### src/hw/yof_regs.vh
// register offsets, field positions, reset values and code levels
// of the yuv output formatter; included by the formatter, the checker and the testbench
`ifndef YOF_REGS_VH
`define YOF_REGS_VH

// register byte offsets on apb
`define YOF_CTRL_OFS 12'h000
`define YOF_STRB_OFS 12'h004
`define YOF_WINH_OFS 12'h008
`define YOF_WINV_OFS 12'h00c
`define YOF_STAT_OFS 12'h010

// ctrl fields
`define YOF_FMT_LSB 0
`define YOF_FMT_MSB 1
`define YOF_BLACK_SHIFT_BIT 2
`define YOF_LEGACY_LVL_BIT 3
`define YOF_OFFSET_BIN_BIT 4
`define YOF_HALF_DRIVE_BIT 5
`define YOF_POLARITY_BIT 6
`define YOF_MODE_SEL_BIT 7
`define YOF_REQ_EN_BIT 8
`define YOF_REQ_SRC_BIT 9
`define YOF_BUS_ID_LSB 12
`define YOF_BUS_ID_MSB 14

// strobe fields
`define YOF_DELAY_LSB 0
`define YOF_DELAY_MSB 5
`define YOF_ADV_LSB 8
`define YOF_ADV_MSB 9

// window fields: start in low half, stop in high half
`define YOF_WSTART_LSB 0
`define YOF_WSTART_MSB 10
`define YOF_WSTOP_LSB 16
`define YOF_WSTOP_MSB 26

// reset value of every setting
`define YOF_RST_VAL 32'h0000_0000

// output format codes
`define YOF_FMT_LEG422 2'h0
`define YOF_FMT_ORT422 2'h1
`define YOF_FMT_ORT411 2'h2

// code levels
`define YOF_STD_Y_MIN 8'h10
`define YOF_STD_Y_MAX 8'hf0
`define YOF_STD_C_LIM 8'h70
`define YOF_LEG_Y_MIN 8'h20
`define YOF_LEG_Y_MAX 8'h7f
`define YOF_LEG_C_LIM 8'h7f
`define YOF_BLACK_STEP 8'h10
`define YOF_SIGN_FLIP 8'h80

`endif

### src/hw/yof_formatter.v
// yuv output formatter: chroma packing, code levels, active-video
// strobe and 3-bit priority-bus arbitration, with an apb register file.
// assumes pixel inputs, line/field marks and the priority bus are all
// synchronous to pclk; pads resolve the three-state pins from the enables.
`timescale 1ns/10ps
`include "yof_regs.vh"

module yof_formatter (
  input wire pclk,
  input wire presetn,
  input wire psel,
  input wire penable,
  input wire pwrite,
  input wire [11:0] paddr,
  input wire [31:0] pwdata,
  output reg [31:0] prdata,
  output reg pready,
  output reg pslverr,
  input wire [7:0] luma_in,
  input wire [7:0] u_in,
  input wire [7:0] v_in,
  input wire active_video_in,
  input wire line_start_in,
  input wire field_start_in,
  input wire [2:0] priority_bus_in,
  output reg [2:0] priority_bus_out,
  output reg priority_bus_oe,
  output reg [7:0] luma_out_bus,
  output reg [7:0] chroma_out_bus,
  output reg pixel_oe,
  output reg pixel_half_drive,
  output reg active_video_out
);

  ////////////////////////////////////////////////////////////////////
  // register file
  reg [31:0] ctrl_q;
  reg [31:0] strb_q;
  reg [31:0] winh_q;
  reg [31:0] winv_q;
  reg granted_q;
  reg [31:0] rd_d;
  reg hit_d;

  wire [1:0] fmt = ctrl_q[`YOF_FMT_MSB:`YOF_FMT_LSB];
  wire black_shift = ctrl_q[`YOF_BLACK_SHIFT_BIT];
  wire legacy_lvl = ctrl_q[`YOF_LEGACY_LVL_BIT];
  wire offset_bin = ctrl_q[`YOF_OFFSET_BIN_BIT];
  wire out_strobe_polarity = ctrl_q[`YOF_POLARITY_BIT];
  wire out_strobe_mode_sel = ctrl_q[`YOF_MODE_SEL_BIT];
  wire priority_request_enable = ctrl_q[`YOF_REQ_EN_BIT];
  wire priority_request_source = ctrl_q[`YOF_REQ_SRC_BIT];
  wire [2:0] bus_id = ctrl_q[`YOF_BUS_ID_MSB:`YOF_BUS_ID_LSB];
  wire [5:0] out_strobe_delay = strb_q[`YOF_DELAY_MSB:`YOF_DELAY_LSB];
  wire [1:0] out_strobe_advance = strb_q[`YOF_ADV_MSB:`YOF_ADV_LSB];
  wire [10:0] h_start = winh_q[`YOF_WSTART_MSB:`YOF_WSTART_LSB];
  wire [10:0] h_stop = winh_q[`YOF_WSTOP_MSB:`YOF_WSTOP_LSB];
  wire [10:0] v_start = winv_q[`YOF_WSTART_MSB:`YOF_WSTART_LSB];
  wire [10:0] v_stop = winv_q[`YOF_WSTOP_MSB:`YOF_WSTOP_LSB];

  // read mux and address decode
  always @* begin
    rd_d = 32'h0000_0000;
    hit_d = 1'b1;
    if (paddr == `YOF_CTRL_OFS) begin
      rd_d = ctrl_q;
    end else if (paddr == `YOF_STRB_OFS) begin
      rd_d = strb_q;
    end else if (paddr == `YOF_WINH_OFS) begin
      rd_d = winh_q;
    end else if (paddr == `YOF_WINV_OFS) begin
      rd_d = winv_q;
    end else if (paddr == `YOF_STAT_OFS) begin
      rd_d = {27'h0000000, priority_bus_in, active_video_out, granted_q};
    end else begin
      hit_d = 1'b0;
    end
  end

  // one wait-free answer: ready raised by the setup cycle
  always @(posedge pclk or negedge presetn) begin
    if (!presetn) begin
      pready <= 1'b0;
      pslverr <= 1'b0;
      prdata <= 32'h0000_0000;
    end else begin
      pready <= psel & ~penable;
      pslverr <= psel & ~penable & ~hit_d;
      if (psel && !penable && !pwrite) begin
        prdata <= rd_d;
      end
    end
  end

  // writes land at the completing edge; all settings clear
  always @(posedge pclk or negedge presetn) begin
    if (!presetn) begin
      ctrl_q <= `YOF_RST_VAL;
      strb_q <= `YOF_RST_VAL;
      winh_q <= `YOF_RST_VAL;
      winv_q <= `YOF_RST_VAL;
    end else if (psel && penable && pready && pwrite) begin
      if (paddr == `YOF_CTRL_OFS) begin
        ctrl_q <= pwdata & 32'h0000_73ff;
      end else if (paddr == `YOF_STRB_OFS) begin
        strb_q <= pwdata & 32'h0000_033f;
      end else if (paddr == `YOF_WINH_OFS) begin
        winh_q <= pwdata & 32'h07ff_07ff;
      end else if (paddr == `YOF_WINV_OFS) begin
        winv_q <= pwdata & 32'h07ff_07ff;
      end
    end
  end

  ////////////////////////////////////////////////////////////////////
  // active-video strobe generation
  reg [63:0] strobe_sr_q;
  reg [10:0] hcnt_q;
  reg [10:0] vcnt_q;
  wire win_av;
  wire delayed_av;
  wire av_src;

  // input strobe delay line, tap 0 is one register
  always @(posedge pclk or negedge presetn) begin
    if (!presetn) begin
      strobe_sr_q <= 64'h0000_0000_0000_0000;
    end else begin
      strobe_sr_q <= {strobe_sr_q[62:0], active_video_in};
    end
  end
  assign delayed_av = strobe_sr_q[out_strobe_delay];

  // pixel and line counters for the window
  always @(posedge pclk or negedge presetn) begin
    if (!presetn) begin
      hcnt_q <= 11'h000;
      vcnt_q <= 11'h000;
    end else begin
      if (line_start_in) begin
        hcnt_q <= 11'h000;
      end else if (hcnt_q != 11'h7ff) begin
        hcnt_q <= hcnt_q + 11'h001;
      end
      if (field_start_in) begin
        vcnt_q <= 11'h000;
      end else if (line_start_in && vcnt_q != 11'h7ff) begin
        vcnt_q <= vcnt_q + 11'h001;
      end
    end
  end
  assign win_av = (hcnt_q >= h_start) && (hcnt_q < h_stop) &&
                  (vcnt_q >= v_start) && (vcnt_q < v_stop);
  assign av_src = out_strobe_mode_sel ? win_av : delayed_av;

  ////////////////////////////////////////////////////////////////////
  // chroma pipeline: c = newest, p1 and p2 older samples
  reg [7:0] y_c_q, y_p1_q;
  reg [7:0] u_c_q, u_p1_q, u_p2_q;
  reg [7:0] v_c_q, v_p1_q, v_p2_q;
  reg av_p1_q;
  reg [1:0] phase_q;
  reg line_odd_q;
  reg [7:0] iu_q, iv_q;
  wire [8:0] u_sum = {u_p1_q[7], u_p1_q} + {u_c_q[7], u_c_q};
  wire [8:0] v_sum = {v_p1_q[7], v_p1_q} + {v_c_q[7], v_c_q};

  always @(posedge pclk or negedge presetn) begin
    if (!presetn) begin
      y_c_q <= 8'h00;
      y_p1_q <= 8'h00;
      u_c_q <= 8'h00;
      u_p1_q <= 8'h00;
      u_p2_q <= 8'h00;
      v_c_q <= 8'h00;
      v_p1_q <= 8'h00;
      v_p2_q <= 8'h00;
      av_p1_q <= 1'b0;
    end else begin
      y_c_q <= luma_in;
      y_p1_q <= y_c_q;
      u_c_q <= u_in;
      u_p1_q <= u_c_q;
      u_p2_q <= u_p1_q;
      v_c_q <= v_in;
      v_p1_q <= v_c_q;
      v_p2_q <= v_p1_q;
      av_p1_q <= av_src;
    end
  end

  // multiplex phase restarts at every strobe rise; legacy line parity
  always @(posedge pclk or negedge presetn) begin
    if (!presetn) begin
      phase_q <= 2'h0;
      line_odd_q <= 1'b0;
      iu_q <= 8'h00;
      iv_q <= 8'h00;
    end else begin
      // first active sample of a line carries phase 0
      if (av_src && !av_p1_q) begin
        phase_q <= 2'h0;
      end else begin
        phase_q <= phase_q + 2'h1;
      end
      if (field_start_in) begin
        line_odd_q <= 1'b0;
      end else if (line_start_in) begin
        line_odd_q <= ~line_odd_q;
      end
      // skew-corrected mid-point chroma, latched per group
      if ((av_src && !av_p1_q) ||
          (fmt == `YOF_FMT_ORT422 ? phase_q[0] : phase_q == 2'h3)) begin
        iu_q <= u_sum[8:1];
        iv_q <= v_sum[8:1];
      end
    end
  end

  // chroma selection per format; phase of current output sample
  reg [7:0] ch_raw_d;
  reg [7:0] nib_u_d;
  always @* begin
    ch_raw_d = 8'h00;
    nib_u_d = 8'h00;
    case (fmt)
      `YOF_FMT_ORT422: begin
        // U on even, held V on odd samples
        ch_raw_d = phase_q[0] ? iv_q : iu_q;
      end
      `YOF_FMT_ORT411: begin
        // bit pairs msb first, U on [3:2], V on [1:0]
        nib_u_d = iu_q << {phase_q, 1'b0};
        ch_raw_d = {4'h0, nib_u_d[7:6], 2'h0};
        nib_u_d = iv_q << {phase_q, 1'b0};
        ch_raw_d = {4'h0, ch_raw_d[3:2], nib_u_d[7:6]};
      end
      default: begin
        // next pixel's V, then previous pixel's U, swapped on odd lines
        if (!phase_q[0]) begin
          ch_raw_d = line_odd_q ? u_c_q : v_c_q;
        end else begin
          ch_raw_d = line_odd_q ? v_p2_q : u_p2_q;
        end
      end
    endcase
  end

  ////////////////////////////////////////////////////////////////////
  // code levels and sign format
  wire [8:0] y_shift = {1'b0, y_p1_q} +
                       (black_shift ? {1'b0, `YOF_BLACK_STEP} : 9'h000);
  wire [7:0] y_min = legacy_lvl ? `YOF_LEG_Y_MIN : `YOF_STD_Y_MIN;
  wire [7:0] y_max = legacy_lvl ? `YOF_LEG_Y_MAX : `YOF_STD_Y_MAX;
  wire [7:0] c_lim = legacy_lvl ? `YOF_LEG_C_LIM : `YOF_STD_C_LIM;
  wire [7:0] c_neg = 8'h00 - c_lim;
  wire is_411 = (fmt == `YOF_FMT_ORT411);
  reg [7:0] y_lvl_d;
  reg [7:0] c_lvl_d;

  always @* begin
    // luma clip, black moved 16 to 32 when shifted
    if (y_shift[8] || y_shift[7:0] > y_max) begin
      y_lvl_d = y_max;
    end else if (y_shift[7:0] < y_min) begin
      y_lvl_d = y_min;
    end else begin
      y_lvl_d = y_shift[7:0];
    end
    // signed chroma clip round bias 0
    if (is_411) begin
      c_lvl_d = ch_raw_d;
    end else if (!ch_raw_d[7] && ch_raw_d > c_lim) begin
      c_lvl_d = c_lim;
    end else if (ch_raw_d[7] && ch_raw_d < c_neg) begin
      c_lvl_d = c_neg;
    end else begin
      c_lvl_d = ch_raw_d;
    end
    // offset binary flips the sign bit
    if (offset_bin && !is_411) begin
      c_lvl_d = c_lvl_d ^ `YOF_SIGN_FLIP;
    end
  end

  // blanking forces clamp level and bias
  wire [7:0] bias_code = offset_bin ? `YOF_SIGN_FLIP : 8'h00;
  wire [7:0] clamp_y = black_shift ? `YOF_LEG_Y_MIN : y_min;
  wire [7:0] y_fmt = av_p1_q ? y_lvl_d : clamp_y;
  wire [7:0] c_fmt = av_p1_q ? c_lvl_d : (is_411 ? 8'h00 : bias_code);

  ////////////////////////////////////////////////////////////////////
  // data lag behind the strobe by the advance setting
  reg [15:0] lag_q [0:3];
  wire [15:0] data_tap;
  genvar gi;
  generate
    for (gi = 0; gi < 4; gi = gi + 1) begin : g_lag
      if (gi == 0) begin : g_head
        // first stage takes the formatted word
        always @(posedge pclk or negedge presetn) begin
          if (!presetn) begin
            lag_q[gi] <= 16'h0000;
          end else begin
            lag_q[gi] <= {y_fmt, c_fmt};
          end
        end
      end else begin : g_tail
        // later stages pass the word on by one clock
        always @(posedge pclk or negedge presetn) begin
          if (!presetn) begin
            lag_q[gi] <= 16'h0000;
          end else begin
            lag_q[gi] <= lag_q[gi - 1];
          end
        end
      end
    end
  endgenerate
  assign data_tap = out_strobe_advance == 2'h0 ? {y_fmt, c_fmt} :
                    lag_q[out_strobe_advance - 2'h1];

  ////////////////////////////////////////////////////////////////////
  // priority arbitration and registered outputs
  // request: enable gate, source zero only in active video
  wire req_d = priority_request_enable &&
               (priority_request_source || av_p1_q);
  // won when the bus reads back our own id this cycle
  wire won = priority_bus_oe && (priority_bus_in == priority_bus_out);

  always @(posedge pclk or negedge presetn) begin
    if (!presetn) begin
      priority_bus_out <= 3'h0;
      priority_bus_oe <= 1'b0;
      granted_q <= 1'b0;
      pixel_oe <= 1'b0;
      pixel_half_drive <= 1'b0;
      luma_out_bus <= 8'h00;
      chroma_out_bus <= 8'h00;
      active_video_out <= 1'b0;
    end else begin
      priority_bus_out <= bus_id;
      priority_bus_oe <= req_d;
      granted_q <= won;
      pixel_oe <= won;
      pixel_half_drive <= ctrl_q[`YOF_HALF_DRIVE_BIT];
      luma_out_bus <= data_tap[15:8];
      chroma_out_bus <= data_tap[7:0];
      active_video_out <= av_p1_q ^ out_strobe_polarity;
    end
  end

endmodule

### config.mk
export PLATFORM = sky130hd
export DESIGN_NAME = yof_formatter
export DESIGN_NICKNAME = d
export VERILOG_FILES = /design/src/hw/yof_formatter.v
export VERILOG_INCLUDE_DIRS = /design/src /design/src/hw
export SDC_FILE = /design/constraint.sdc
export NUM_CORES = 1
export LEC_CHECK = 0
export ABC_AREA = 1
export ABC_CLOCK_PERIOD_IN_PS = 4470
export BUFFER_PORTS_ARGS = -buffer_cell sky130_fd_sc_hd__buf_2
export CAP_MARGIN = 20
export CORE_AREA = 2 2 189 173
export CTS_CLUSTER_SIZE = 14
export DETAILED_ROUTE_END_ITERATION = 8
export DIE_AREA = 0 0 191 175
export PLACE_DENSITY = 0.68
export SLEW_MARGIN = 25
export SYNTH_ARGS = -nofsm -noshare
export SYNTH_HDL_FRONTEND = slang
export SYNTH_SLANG_ARGS = --single-unit
### constraint.sdc
create_clock -name pclk -period 4.47 [get_ports pclk]
set_clock_uncertainty 0.2 [all_clocks]
set_input_delay 0.2235 -clock pclk [delete_from_list [all_inputs] [get_ports pclk]]
set_output_delay 0.2235 -clock pclk [all_outputs]
set_load 0.005 [all_outputs]
## Word level (Yosys, flattened, before mapping)

Cells that the tools add are included.
Widths: inputs -> output; s select.

| word-level totals | value |
|---|---|
| bits in registers | 356 |
| latch bits | 0 |
| bits in writable memories | 0 |
| memory bits (read-only) | 0 |
| input bits | 79 |
| output and inout port bits | 57 |
| word-level logic and storage cells | 152 |
| memories kept | 0 |

| operators by class | value |
|---|---|
| add/subtract/negate cells | 8 |
| multiply operators | 0 |
| div/mod/pow operators | 0 |
| $lt $le $gt $ge | 10 |
| equal/unequal tests | 10 |
| shift-type cells | 2 |
| multiplexer cells | 45 |
| bitwise operators | 11 |
| reductions and logical operators | 32 |

Operators with widths:

| kind | number |
|---|---|
| $mux 8 | 15 |
| $mux 32 | 3 |
| $mux 16 | 3 |
| $mux 11 | 4 |
| $bmux 16 s2 | 1 |
| $mux 27 | 1 |
| $eq 12x4->1 const B | 2 |
| $add 11x1->11 const B | 2 |
| $ge 11x11->1 | 2 |
| $lt 11x11->1 | 2 |
| $ne 11x11->1 const B | 2 |
| $add 8x8->9 | 2 |
| $pmux 8 s2 | 1 |
| $shl 8x3->8 | 2 |
| $logic_and 1x1->1 | 15 |
| $eq 12x3->1 const B | 1 |
| $eq 12x5->1 const B | 1 |
| $logic_not 12->1 | 1 |
| $mux 6 | 2 |
| $mux 1 | 10 |
| $mux 5 | 2 |
| $add 8x5->9 | 1 |
| $gt 8x7->1 | 1 |
| $gt 8x8->1 | 1 |
| other kinds (25) | 41 |

## Longest topological paths before layout

Gate-level depths: netlist of the first run.

| logic depth | value |
|---|---|
| depth after elaboration | 12 |
| depth in mapped cells | 19 |
| depth with buffers taken out | 19 |

## Least setup slack after synthesis of the first run

No wires, ideal clock.

| timing | value |
|---|---|
| kind | reg2reg |
| start | reg ctrl_q[0] |
| end | reg chroma_out_bus[3] |
| library setup time | 65 ps |
| arrival time | 2470 ps |
| required time | 4205 ps |
| slack | 1735 ps |
| stages on the path, launching flop included | 16 |
| path buffers | 1 |
| path through | dfrtp_1 > inv_1 > ha_1 > clkbuf_1 > o211ai_1 > nand2_1 > inv_1 > ha_1 > nand2_1 > o21ai_0 > nand3_1 > nor2_2 > nand4_1 > a21oi_1 > nand3_1 > nand2_1 |

| between the ends | value |
|---|---|
| word-level cells in the longest chain between the ends | 10 |
| elaborated cells between the ends (all ways) | 15 |

Ends and longest elaborated chain:

| item | line | source |
|---|---|---|
| start, declared | yof_formatter.v:37 | `reg [31:0] ctrl_q;` |
| start signal, assigned | yof_formatter.v:98 | `` ctrl_q <= `YOF_RST_VAL; `` |
| start signal, assigned | yof_formatter.v:104 | `ctrl_q <= pwdata & 32'h0000_73ff;` |
| $eq 2x2->1 / $eq 2x1->1 (equally long branches) | n/a |  |
| $pmux 8 s2 | yof_formatter.v:226 | `case (fmt)` |
| $lt 8x8->1 | yof_formatter.v:275 | `end else if (ch_raw_d[7] && ch_raw_d < c_neg) begin` |
| $logic_and 1x1->1 | yof_formatter.v:275 |  |
| $mux 8 | yof_formatter.v:275 |  |
| $mux 8 | yof_formatter.v:273 | `end else if (!ch_raw_d[7] && ch_raw_d > c_lim) begin` |
| $mux 8 | yof_formatter.v:271 | `if (is_411) begin` |
| $mux 8 | yof_formatter.v:281 | `if (offset_bin && !is_411) begin` |
| $mux 8 (*) | yof_formatter.v:290 | `wire [7:0] c_fmt = av_p1_q ? c_lvl_d : (is_411 ? 8'h00 : bias_code);` |
| $mux 16 (*) | yof_formatter.v:320 | `assign data_tap = out_strobe_advance == 2'h0 ? {y_fmt, c_fmt} :` |
| net data_tap[3] | yof_formatter.v:295 | `wire [15:0] data_tap;` |
| end signal, assigned | yof_formatter.v:348 | `chroma_out_bus <= data_tap[7:0];` |
| end, declared | yof_formatter.v:29 | `output reg [7:0] chroma_out_bus,` |

The timed path passes the listed nets; every way through them passes the cells marked *.
A chain may end at the register's enable or synchronous reset.

## Worst setup path in the final report of the first run

| timing | value |
|---|---|
| start | reg line_odd_q |
| end | reg chroma_out_bus[3] |

| between the ends | value |
|---|---|
| word-level cells in the longest chain between the ends | 11 |
| elaborated cells between the ends (all ways) | 15 |

Ends and longest elaborated chain:

| item | line | source |
|---|---|---|
| start, declared | yof_formatter.v:163 | `reg line_odd_q;` |
| start signal, assigned | yof_formatter.v:209 | `line_odd_q <= ~line_odd_q;` |
| $mux 8 (on tied branches) | yof_formatter.v:241, yof_formatter.v:243 |  |
| $mux 8 (*) | yof_formatter.v:240 | `if (!phase_q[0]) begin` |
| $pmux 8 s2 (*) | yof_formatter.v:226 |  |
| $lt 8x8->1 | yof_formatter.v:275 |  |
| $logic_and 1x1->1 | yof_formatter.v:275 |  |
| $mux 8 | yof_formatter.v:275 |  |
| $mux 8 | yof_formatter.v:273 |  |
| $mux 8 (*) | yof_formatter.v:271 |  |
| $mux 8 (*) | yof_formatter.v:281 |  |
| $mux 8 (*) | yof_formatter.v:290 |  |
| $mux 16 (*) | yof_formatter.v:320 |  |
| net data_tap[3] | yof_formatter.v:295 |  |

Marked as above.

==> metrics.md, run 1 <==
| Metric | Value |
|---|---|
| Slew Viols, Final | `0` |
| Final worst-path cycle share | `75.7%` |
| Placement Setup Slack | `1.20 ns` |
| Largest family of logic cells by synthesized area | `simple AND/OR/NAND/NOR gates` |
| Total CTS buffers | `36` |
| TritonCTS clock tree | `yes` |
| Setup violators final | `0` |
| Worst setup path class | `reg2reg` |
| Worst-path clk slew | `0.06 ns` |
| Via count | `12200` |
| Setup_tns | `0 ns` |
| Area Overhead vs Synth | `17.1%` |
| Synth warn | `0` |
| Clk root buf | `clkbuf_16` |
| Global placer's final weighted congestion | `0.888` |
| Post-CTS sizing | `0` |
| Max H-tree Level | `2` |
| Worst setup margin | `1.09 ns` |
| Antenna violations before repair | `1` |
| DR WL/cell | `16.7 um` |
| IO Count | `136` |
| Core box area | `31400 um2` |
| Layout fillers | `2744` |
| GR Util All Layers | `23.6%` |
| Share of layout cells above drive strength 1 | `11.3%` |
| Leakage | `8.95 nW` |
| Max-slew headroom at the worst pin | `44.1%` |
| VDD IR max | `0.000381 V` |
| Die height | `175 um` |
| Synth Area in XOR/XNOR | `1.24%` |
| Setup crit start kind | `flip-flop` |
| WL final | `38.2 mm` |
| Final HPWL DP | `26.8 mm` |
| Clk buf depth | `3` |
| # diodes | `0` |
| Area after DPL | `16500 um2` |
| Critical Path End Type | `flip-flop` |
| Number of synthesized flops with an enable pin | `0` |
| Synth async-reset ratio | `100%` |
| Critical-path maximum fanout | `15` |
| Final Non-Filler Cells | `2295` |
| Worst EP required | `4.72 ns` |
| GR Overflow Total | `0` |
| Vias in the first global route | `12100` |
| Post-route cell area | `18200 um2` |
| Crit path DAT | `3.63 ns` |
| First-pass GRT wire length | `62.6 mm` |
| Largest net degree at the start of global routing | `116` |
| Fmax | `296 MHz` |
| Starting Density | `49.4%` |
| Vias/cell | `5.32` |
| Mux contribution to synthesized area | `0.218%` |
| Drt pass-1 iters | `4` |
| Clock sinks | `349` |
| Status | `complete, no violations` |
| Count of final hold-check violations | `0` |
| Rows | `62` |
| Syn Inst Count | `1680` |
| Port Buffers | `121` |
| Total of max-cap violations | `0` |
| RSZ-0062 raised after global routing | `false` |
| Die Wd | `191 um` |
| Post-CTS setup buffers | `0` |
| Post-layout minimum cycle time | `3.38 ns` |
| Dominant synthesized flop cell | `dfrtp_1` |
| P per Cell Area | `385 nW/um2` |
| Simple logic cell fraction of the synthesized area | `19.0%` |
| Initial drt markers | `926` |
| Hold Path Class | `in2reg` |
| Seq/Total Area, Yosys | `56.3%` |
| Final Core Density | `57.8%` |
| Syn_area_per_cell | `9.23 um2` |
| Hold_ws | `0.0412 ns` |
| Post-layout net count | `2013` |
| Die area | `33400 um2` |
| Worst-margin pin slew | `0.836 ns` |
| Synth Cell Area | `15500 um2` |
| DRC | `0` |
| Total Power | `6.98 mW` |
| Post-Synth Adder-Cell Area | `6.31%` |
| Seq cells post-synth | `349` |
| Distinct cells, synth | `52` |
| Worst-Skew Late Latency | `0.52 ns` |
| Post-placement cell count | `2176` |
| Routed Antenna Nets | `0` |
| Compound-Gate Fraction of Synth Area | `10.4%` |
-- sequential cells by signal, summed over array words and instances (netlist names), 11 cells and up --
name / count
prdata: 25
vcnt_q: 11
lag_q: 64
winv_q: 22
ctrl_q: 13
hcnt_q: 11
winh_q: 22
strobe_sr_q: 64
-- cells in the final DEF, fill, tap and decap left out, types with 14 or more instances in the layout --
| master | instances |
|---|---|
| a21oi_1 | 62 |
| o22ai_1 | 26 |
| inv_1 | 169 |
| nor2_1 | 104 |
| nand2_1 | 404 |
| ha_1 | 75 |
| nand3_1 | 139 |
| nor3_1 | 18 |
| buf_2 | 120 |
| xor2_1 | 17 |
| dlygate4sd3_1 | 59 |
| clkbuf_16 | 37 |
| dfrtp_1 | 349 |
| o21ai_0 | 147 |
| o21ai_1 | 14 |
-- repair_timing --
item	4_1_cts	5_1_grt
endpoints found under the hold margin	206	0
hold buffers	59	0
setup endpoints to repair	0	0
-- critical path: stages (launching register included) --
cell and delay [ns]:
dfrtp_1 0.47, inv_1 0.35, nor2_1 0.08, o311ai_0 0.63, nand2_1 0.20, ha_1 0.24
inv_1 0.07, a21oi_1 0.05, o21ai_0 0.14, nand3_1 0.10, nor2_2 0.17, nand4_1 0.20
a21oi_1 0.21, nand3_1 0.11, nand2_1 0.09
-- cell type report --
| class | count | area (um2) | area share, % |
|---|---|---|---|
| flip-flops and latches | 349 | 8730 | 48.1 |
| multi-input cells | 1098 | 5790 | 31.9 |
| repair buffers | 195 | 1340 | 7.40 |
| clock buffers | 47 | 1000 | 5.53 |
| inverters | 177 | 667 | 3.67 |
| well taps | 416 | 520 | 2.87 |
| clock inverters | 13 | 101 | 0.558 |
-- synthesized netlist by cell type, types with 2 or more instances --
cell | n | area share (%)
buf_6 | 7 | 0.51
inv_1 | 169 | 4.1
nor2_1 | 104 | 2.5
nand3_1 | 139 | 4.5
ha_1 | 75 | 6.0
a221oi_1 | 7 | 0.40
a21oi_1 | 62 | 2.0
o21ai_1 | 14 | 0.45
mux2_2 | 3 | 0.22
nand3b_1 | 2 | 0.097
o21ai_0 | 147 | 4.7
o22ai_1 | 26 | 1.0
clkbuf_1 | 34 | 0.82
nor3_1 | 18 | 0.58
o22a_1 | 2 | 0.11
dfrtp_1 | 349 | 56
nor2_2 | 3 | 0.12
xnor2_1 | 5 | 0.28
o31ai_1 | 3 | 0.15
o211ai_1 | 9 | 0.44
inv_2 | 5 | 0.12
o21a_1 | 6 | 0.29
nor4_1 | 3 | 0.12
nand3_2 | 2 | 0.13
fa_1 | 2 | 0.26
nand4_1 | 10 | 0.40
o221ai_1 | 2 | 0.11
buf_2 | 7 | 0.23
a211oi_1 | 2 | 0.097
nand2_1 | 404 | 9.8
buf_4 | 13 | 0.63
clkinv_1 | 2 | 0.048
a31oi_1 | 6 | 0.24
or2_2 | 2 | 0.081
xor2_1 | 17 | 0.96
and3_1 | 3 | 0.12
-- routing by layer --
metal,vias to the layer above,track usage (%),routed length (um)
met3,63,3.72,2360
li1,5866,-,-
met2,370,35.0,16600
met4,0,6.72,882
met1,5904,35.8,18500
met5,-,0,0
-- worst paths after layout --
check	startpoint	to	slack, ns	cells after the start
max reg2reg	line_odd_q	chroma_out_bus[3]	1.09	14
max in group asynchronous	presetn	strobe_sr_q[36]	2.80	3
min	pwrite	prdata[10]	0.04	5
min in group asynchronous	presetn	luma_out_bus[0]	0.16	2
max	line_odd_q	chroma_out_bus[3]	1.09	14
min reg2reg	y_c_q[2]	y_p1_q[2]	0.15	0
-- where the power goes --
| group | internal (mW) | total, mW | switching [mW] |
|---|---|---|---|
| logic | 0.257 | 0.665 | 0.408 |
| clock network | 1.64 | 2.84 | 1.20 |
| registers | 3.35 | 3.48 | 0.125 |
| total | 5.25 | 6.98 | 1.74 |
-- logic make-up (layout without fill, tap and decap cells) --
logic type,after synthesis,after routing
compound gates,292,292
buf+inv,239,432
other cells,1,7
flops,349,349
xor+xnor,22,22
simple gates,697,697
fa+ha+maj,77,77
mux,3,3
(Power assumes the default switching activity.)
==> run 2: changes to the inputs <==
ABC_CLOCK_PERIOD_IN_PS = 2800   (was 4470)
PLACE_DENSITY = 0.71   (was 0.68)
clock period = 2.8 ns   (was 4.47 ns; I/O delays follow)
==> metrics.md, run 2 (synthesis results as in run 1) <==
| Metric | Value |
|---|---|
| Status | `finished with violations (was complete, no violations)` |
| Failing checks | `hold timing` |
| VDD IR max | `0.000446 V (was 0.000381 V)` |
| Layout fillers | `2663 (was 2744)` |
| First-pass GRT wire length | `62.1 mm (was 62.6 mm)` |
| Critical Path End Type | `flip-flop (unchanged)` |
| Most frequent cell on the critical path | `nand2_1` |
| Post-layout minimum cycle time | `2.66 ns (was 3.38 ns)` |
| Initial drt markers | `919 (was 926)` |
| Core box area | `31400 um2 (unchanged)` |
| Largest net degree at the start of global routing | `74 (was 116)` |
| Starting Density | `49.4% (unchanged)` |
| Clk root buf | `clkbuf_16 (unchanged)` |
| Area Overhead vs Synth | `21.0% (was 17.1%)` |
| Rows | `62 (unchanged)` |
| Biggest regs | `lag_q (64), strobe_sr_q (64), prdata (25) (unchanged)` |
| RR Startpoint | `ctrl_q[1] (was line_odd_q)` |
| CP Launch Point | `ctrl_q[1] (was line_odd_q)` |
| Worst EP required | `3.06 ns (was 4.72 ns)` |
| GR Util All Layers | `23.2% (was 23.6%)` |
| Worst stage delay on the critical path | `0.41 ns (was 0.63 ns)` |
| Internal power | `8.81 mW (was 5.25 mW)` |
| Commonest non-fill, non-tap cells in the layout | `nand2_1 (403), dfrtp_1 (348), inv_1 (167) (was nand2_1 (404), dfrtp_1 (349), inv_1 (169))` |
| Crit path DAT | `2.92 ns (was 3.63 ns)` |
| Max-slew headroom at the worst pin | `57.0% (was 44.1%)` |
| Post-placement cell count | `2214 (was 2176)` |
| Total CTS buffers | `37 (was 36)` |
| Die Wd | `191 um (unchanged)` |
| Critical-path maximum fanout | `4 (was 15)` |
| Final HPWL DP | `27.0 mm (was 26.8 mm)` |
| Drt pass-1 iters | `5 (was 4)` |
| Most common cell after layout, fill and taps aside | `nand2_1 (unchanged)` |
| Antenna violations before repair | `1 (unchanged)` |
| DR WL/cell | `16.3 um (was 16.7 um)` |
| IO Count | `136 (unchanged)` |
| Final worst-path cycle share | `94.9% (was 75.7%)` |
| Port Buffers | `121 (unchanged)` |
| Clk buf depth | `3 (unchanged)` |
| Routed Antenna Nets | `0 (unchanged)` |
| TritonCTS clock tree | `yes (unchanged)` |
| Count of final hold-check violations | `9 (was 0)` |
| Clock network fraction of design power | `42.6% (was 40.7%)` |
| Vias in the first global route | `12200 (was 12100)` |
| Final Core Density | `59.8% (was 57.8%)` |
| Gate power share | `9.7% (was 9.5%)` |
| Hold Path Class | `in2async (was in2reg)` |
| Clock sinks | `349 (unchanged)` |
| Flop pwr share | `47.6% (was 49.8%)` |
| Worst-path clk slew | `0.06 ns (about the same)` |
| Max H-tree Level | `2 (unchanged)` |
| Worst-Skew Late Latency | `0.52 ns (about the same)` |
| Leakage | `9.26 nW (was 8.95 nW)` |
| Final Non-Filler Cells | `2344 (was 2295)` |
| Sw Pwr | `2.85 mW (was 1.74 mW)` |
| Flop2flop setup slack | `0.14 ns (was 1.09 ns)` |
| GR Overflow Total | `0 (unchanged)` |
| Worst setup path class | `reg2reg (unchanged)` |
| Via count | `12400 (was 12200)` |
| Die height | `175 um (unchanged)` |
| # diodes | `0 (unchanged)` |
| WL final | `38.1 mm (was 38.2 mm)` |
| Total of max-cap violations | `0 (unchanged)` |
| Worst-margin pin slew | `0.645 ns (was 0.836 ns)` |
| Post-layout net count | `2057 (was 2013)` |
| Die area | `33400 um2 (unchanged)` |
| P per Cell Area | `621 nW/um2 (was 385 nW/um2)` |
| Setup violators final | `0 (unchanged)` |
| Fmax | `376 MHz (was 296 MHz)` |
| Global placer's final weighted congestion | `0.895 (was 0.888)` |
| DRC | `0 (unchanged)` |
| Cell Chain, Critical Path | `buf_6 > inv_1 > ha_4 > inv_1 > buf_4 > nor2_2 > nand2_1 > nand3_2 > ha_4 > a21oi_1 > o21ai_1 > nand3_1 > nor2_4 > nand4_1 > buf_4 > nand2_1 > nand3_1 > nand2_1 (was inv_1 > nor2_1 > o311ai_0 > nand2_1 > ha_1 > inv_1 > a21oi_1 > o21ai_0 > nand3_1 > nor2_2 > nand4_1 > a21oi_1 > nand3_1 > nand2_1)` |
| Sw Share | `24.4% (was 24.9%)` |
| Area of the multi-input gates | `5900 um2 (was 5790 um2)` |
| Hold_ws | `-0.0120 ns (was 0.0412 ns)` |
| Setup crit start kind | `flip-flop (unchanged)` |
| CP max-delay cell | `dfrtp_1 (was o311ai_0)` |
| Total Power | `11.7 mW (was 6.98 mW)` |
| Slew Viols, Final | `0 (unchanged)` |
| Share of layout cells above drive strength 1 | `14.3% (was 11.3%)` |
| Reg area | `8730 um2 (about the same)` |
| Vias/cell | `5.28 (was 5.32)` |
[run 2: changes by cell type in the layout (fill, tap and decap cells not counted), sizes merged]
cell         previous run  this run
buf                   136       176
bufinv                  1         2
clkbuf                 47        55
clkinv                 11        10
clkinvlp                3         0
dlygate4sd3            59        62
inv                   175       176
[run 2: critical path: cells and delay by family, from the launching register on]
family                     cells  cell delay [ns]
and+or+nand+nor                9             0.83
buffers and inverters          5             0.52
adders and majority gates      2             0.46
DFF                            1             0.41
AOI/OAI and AO/OA              2             0.19
[run 2: final cells by class]
cell class	count	share of cell area [%]
sequential	349	46.5
multi-input combinational	1098	31.4
timing repair buffer	238	9.09
clock buffer	55	6.05
inverter	177	3.55
tap	416	2.77
clock inverter	11	0.600
[run 2: power groups by stage]
stage | registers [mW] | clock network (mW) | logic, mW
2_1_floorplan | 5.58 | 0 | 0.632
3_3_place_gp | 5.63 | 0 | 1.01
3_5_place_dp | 5.64 | 0 | 1.03
4_1_cts | 5.55 | 5.05 | 1.11
5_1_grt | 5.59 | 5.25 | 1.29
6_report | 5.55 | 4.97 | 1.14
[run 2: layer usage]
layer	wire length [um]	up-vias	global-route usage (%)	share of wire, %
met3	2330	65	4.00	6.1
met5	12	-	0	0.031
met2	17000	393	35.4	45
li1	-	5961	-	-
met4	839	2	6.46	2.2
met1	18000	5957	34.1	47
[run 2: final timing paths]
path | to | depth (start not counted)
worst max-delay path | chroma_out_bus[2] | 18
max in group asynchronous | prdata[18] | 3
worst min-delay path | luma_out_bus[1] | 2
worst max register to register | chroma_out_bus[2] | 18
worst min register to register | y_p1_q[2] | 0
min in group pclk | prdata[8] | 4
[run 2: stage by stage]
step	setup WS, ns	cell area [um2]	setup TNS (ns)	hold slack, ns
2_1_floorplan	0.0649	15500	0	-0.356
3_3_place_gp	0.0480	16800	0	-0.0432
3_5_place_dp	0.00777	16800	0	-0.0380
4_1_cts	0.0239	18600	0	0.00650
5_1_grt	-0.0493	18800	-0.0713	0.0170
6_report	0.142	18800	0	-0.0120
[run 2: what timing repair did]
item | 4_1_cts | 5_1_grt
setup endpoints to repair | 4 | 14
hold endpoints to repair | 478 | 0
pin swaps | 0 | 4
gates resized for setup | 1 | 22
buffers inserted | 0 | 2
hold buffers | 62 | 0
==> run 3: changes to the inputs <==
CELL_PAD_IN_SITES_DETAIL_PLACEMENT = 0   (was unset)
CELL_PAD_IN_SITES_GLOBAL_PLACEMENT = 2   (was unset)
CORE_AREA = 2 2 229 208   (was 2 2 189 173)
DIE_AREA = 0 0 231 210   (was 0 0 191 175)
PLACE_DENSITY = unset   (was 0.71)
PLACE_DENSITY_LB_ADDON = 0.1   (was unset)
==> metrics.md, run 3 (synthesis results as in run 1) <==
| Metric | Value |
|---|---|
| Critical Path End Type | `flip-flop (unchanged)` |
| Setup crit start kind | `flip-flop (unchanged)` |
| Initial drt markers | `605 (was 919)` |
| Largest net degree at the start of global routing | `72 (was 74)` |
| Die Wd | `231 um (was 191 um)` |
| GR Util All Layers | `18.9% (was 23.2%)` |
| Clk buf depth | `3 (unchanged)` |
| Post-layout net count | `2096 (was 2057)` |
| IO Count | `136 (unchanged)` |
| CP Launch Point | `ctrl_q[1] (unchanged)` |
| WL final | `44.6 mm (was 38.1 mm)` |
| Post-layout minimum cycle time | `2.69 ns (was 2.66 ns)` |
| Via count | `12100 (was 12400)` |
| Worst-Skew Late Latency | `0.56 ns (was 0.52 ns)` |
| Hold_ws | `0.0360 ns (was -0.0120 ns)` |
| Drt pass-1 iters | `5 (unchanged)` |
| Count of final hold-check violations | `0 (was 9)` |
| Rows | `75 (was 62)` |
| DRC | `0 (unchanged)` |
| Antenna violations before repair | `0 (was 1)` |
| Fmax | `372 MHz (was 376 MHz)` |
| Most common cell after layout, fill and taps aside | `nand2_1 (unchanged)` |
| Biggest regs | `lag_q (64), strobe_sr_q (64), prdata (25) (unchanged)` |
| Clk root buf | `clkbuf_16 (unchanged)` |
| Die height | `210 um (was 175 um)` |
| Leakage | `9.46 nW (was 9.26 nW)` |
| Reg2reg path depth | `18 (unchanged)` |
| Setup violators final | `0 (unchanged)` |
| Area Overhead vs Synth | `25.3% (was 21.0%)` |
| Clock network fraction of design power | `43.8% (was 42.6%)` |
| DR WL/cell | `17.3 um (was 16.3 um)` |
| Internal power | `9.03 mW (was 8.81 mW)` |
| Flop2flop setup slack | `0.11 ns (was 0.14 ns)` |
| RR Startpoint | `ctrl_q[1] (unchanged)` |
| Die area | `48500 um2 (was 33400 um2)` |
| Slew Viols, Final | `0 (unchanged)` |
| Commonest non-fill, non-tap cells in the layout | `nand2_1 (399), dfrtp_1 (349), inv_1 (163) (was nand2_1 (403), dfrtp_1 (348), inv_1 (167))` |
| P per Cell Area | `621 nW/um2 (about the same)` |
| Worst setup path class | `reg2reg (unchanged)` |
| Max-slew headroom at the worst pin | `51.5% (was 57.0%)` |
| Total Power | `12.1 mW (was 11.7 mW)` |
| Total of max-cap violations | `0 (unchanged)` |
| Vias/cell | `4.70 (was 5.28)` |
| Hold Crit Depth | `2` |
| Worst-path clk slew | `0.06 ns (about the same)` |
| Hold Path Class | `in2reg (was in2async)` |
| Total CTS buffers | `41 (was 37)` |
| Max H-tree Level | `2 (unchanged)` |
| Worst R2R End | `chroma_out_bus[1] (was chroma_out_bus[2])` |
| Clock sinks | `349 (unchanged)` |
| Hold endpoint | `y_c_q[2]` |
| # diodes | `0 (unchanged)` |
| Critical-path maximum fanout | `4 (unchanged)` |
| Port Buffers | `121 (unchanged)` |
| Core box area | `46200 um2 (was 31400 um2)` |
| Setup_tns | `0 ns (unchanged)` |
| Min-delay src | `luma_in[2]` |
| Final Core Density | `42.1% (was 59.8%)` |
| VDD IR max | `0.000384 V (was 0.000446 V)` |
| Final HPWL DP | `31.7 mm (was 27.0 mm)` |
| Sw Pwr | `3.04 mW (was 2.85 mW)` |
| Crit path DAT | `2.97 ns (was 2.92 ns)` |
| Vias in the first global route | `12500 (was 12200)` |
| Worst setup margin | `0.112 ns (was 0.142 ns)` |
| Worst EP required | `3.08 ns (was 3.06 ns)` |
| Sw Share | `25.2% (was 24.4%)` |
| Share of layout cells above drive strength 1 | `15.6% (was 14.3%)` |
| Final worst-path cycle share | `96.0% (was 94.9%)` |
| Placement Setup Slack | `-0.0249 ns (was 0.00777 ns)` |
| First-pass GRT wire length | `71.6 mm (was 62.1 mm)` |
| TritonCTS clock tree | `yes (unchanged)` |
| Starting Density | `33.6% (was 49.4%)` |
| Global placer's final weighted congestion | `0.807 (was 0.895)` |
| Gate power share | `10.1% (was 9.7%)` |
| Flop pwr share | `46.1% (was 47.6%)` |
| Status | `complete, no violations (was finished with violations)` |
| Worst-margin pin slew | `0.727 ns (was 0.645 ns)` |
| Routed Antenna Nets | `0 (unchanged)` |
| GR Overflow Total | `0 (unchanged)` |
==> run 3: timing repair <==
item	in CTS	in global routing
hold buffers	80	0
endpoints found under the setup margin	7	20
gates resized for setup	2	35
endpoints found under the hold margin	481	0
buffers inserted	0	9
pin swaps	1	11
==> run 3: power groups by stage <==
stage                     registers, mW  logic, mW  clock network, mW
final                              5.57       1.21               5.29
after global routing               5.61       1.40               5.68
after CTS                          5.57       1.19               5.47
after detailed placement           5.66       1.11                  0
after global placement             5.66       1.11                  0
after floorplan                    5.58      0.632                  0
==> run 3: how the worst max path moves through the flow <==
| stage | end | slack [ns] |
|---|---|---|
| 2_1_floorplan | chroma_out_bus[3] | 0.06 |
| 3_3_place_gp | chroma_out_bus[0] | -0.05 |
| 3_5_place_dp | chroma_out_bus[1] | -0.02 |
| 4_1_cts | luma_out_bus[0] | 0.02 |
| 5_1_grt | chroma_out_bus[2] | -0.02 |
| 6_report | chroma_out_bus[1] | 0.11 |
==> run 3: critical path, cell delays in order (launching register included) <==
cell and delay (ns):
dfrtp_1 0.40, buf_6 0.12, inv_2 0.04, ha_4 0.17, inv_2 0.06, buf_6 0.09, nor2_2 0.03, nand2_1 0.07
nand3_2 0.11, ha_4 0.30, a21oi_1 0.07, o21ai_1 0.13, nand3_1 0.10, nor2_2 0.19, nand4_1 0.16, buf_4 0.18
nand2_2 0.05, nand3_1 0.06, nand2_1 0.06
==> run 3: cell type report <==
type	count	area, um2
multi-input combinational	1098	5910
fill	4646	26700
inverter	177	671
tap	616	771
sequential	349	8730
clock inverter	12	116
timing repair buffer	273	2020
clock buffer	56	1200
==> run 3: routing by layer <==
layer  vias to the layer above  track usage (%)  routed length (um)
met5                         -                0                   0
met4                         0             5.41                 952
met3                        59             2.53                1550
met2                       208             30.0               20200
met1                      5831             27.1               21900
li1                       6032                -                   -
==> run 3: per-stage QoR <==
stage	instance area, um2	cells
after floorplan	15500	1686
final	19400	2581
after global routing	19400	2581
after CTS	19200	2572
after detailed placement	17100	2424
after global placement	17100	2424
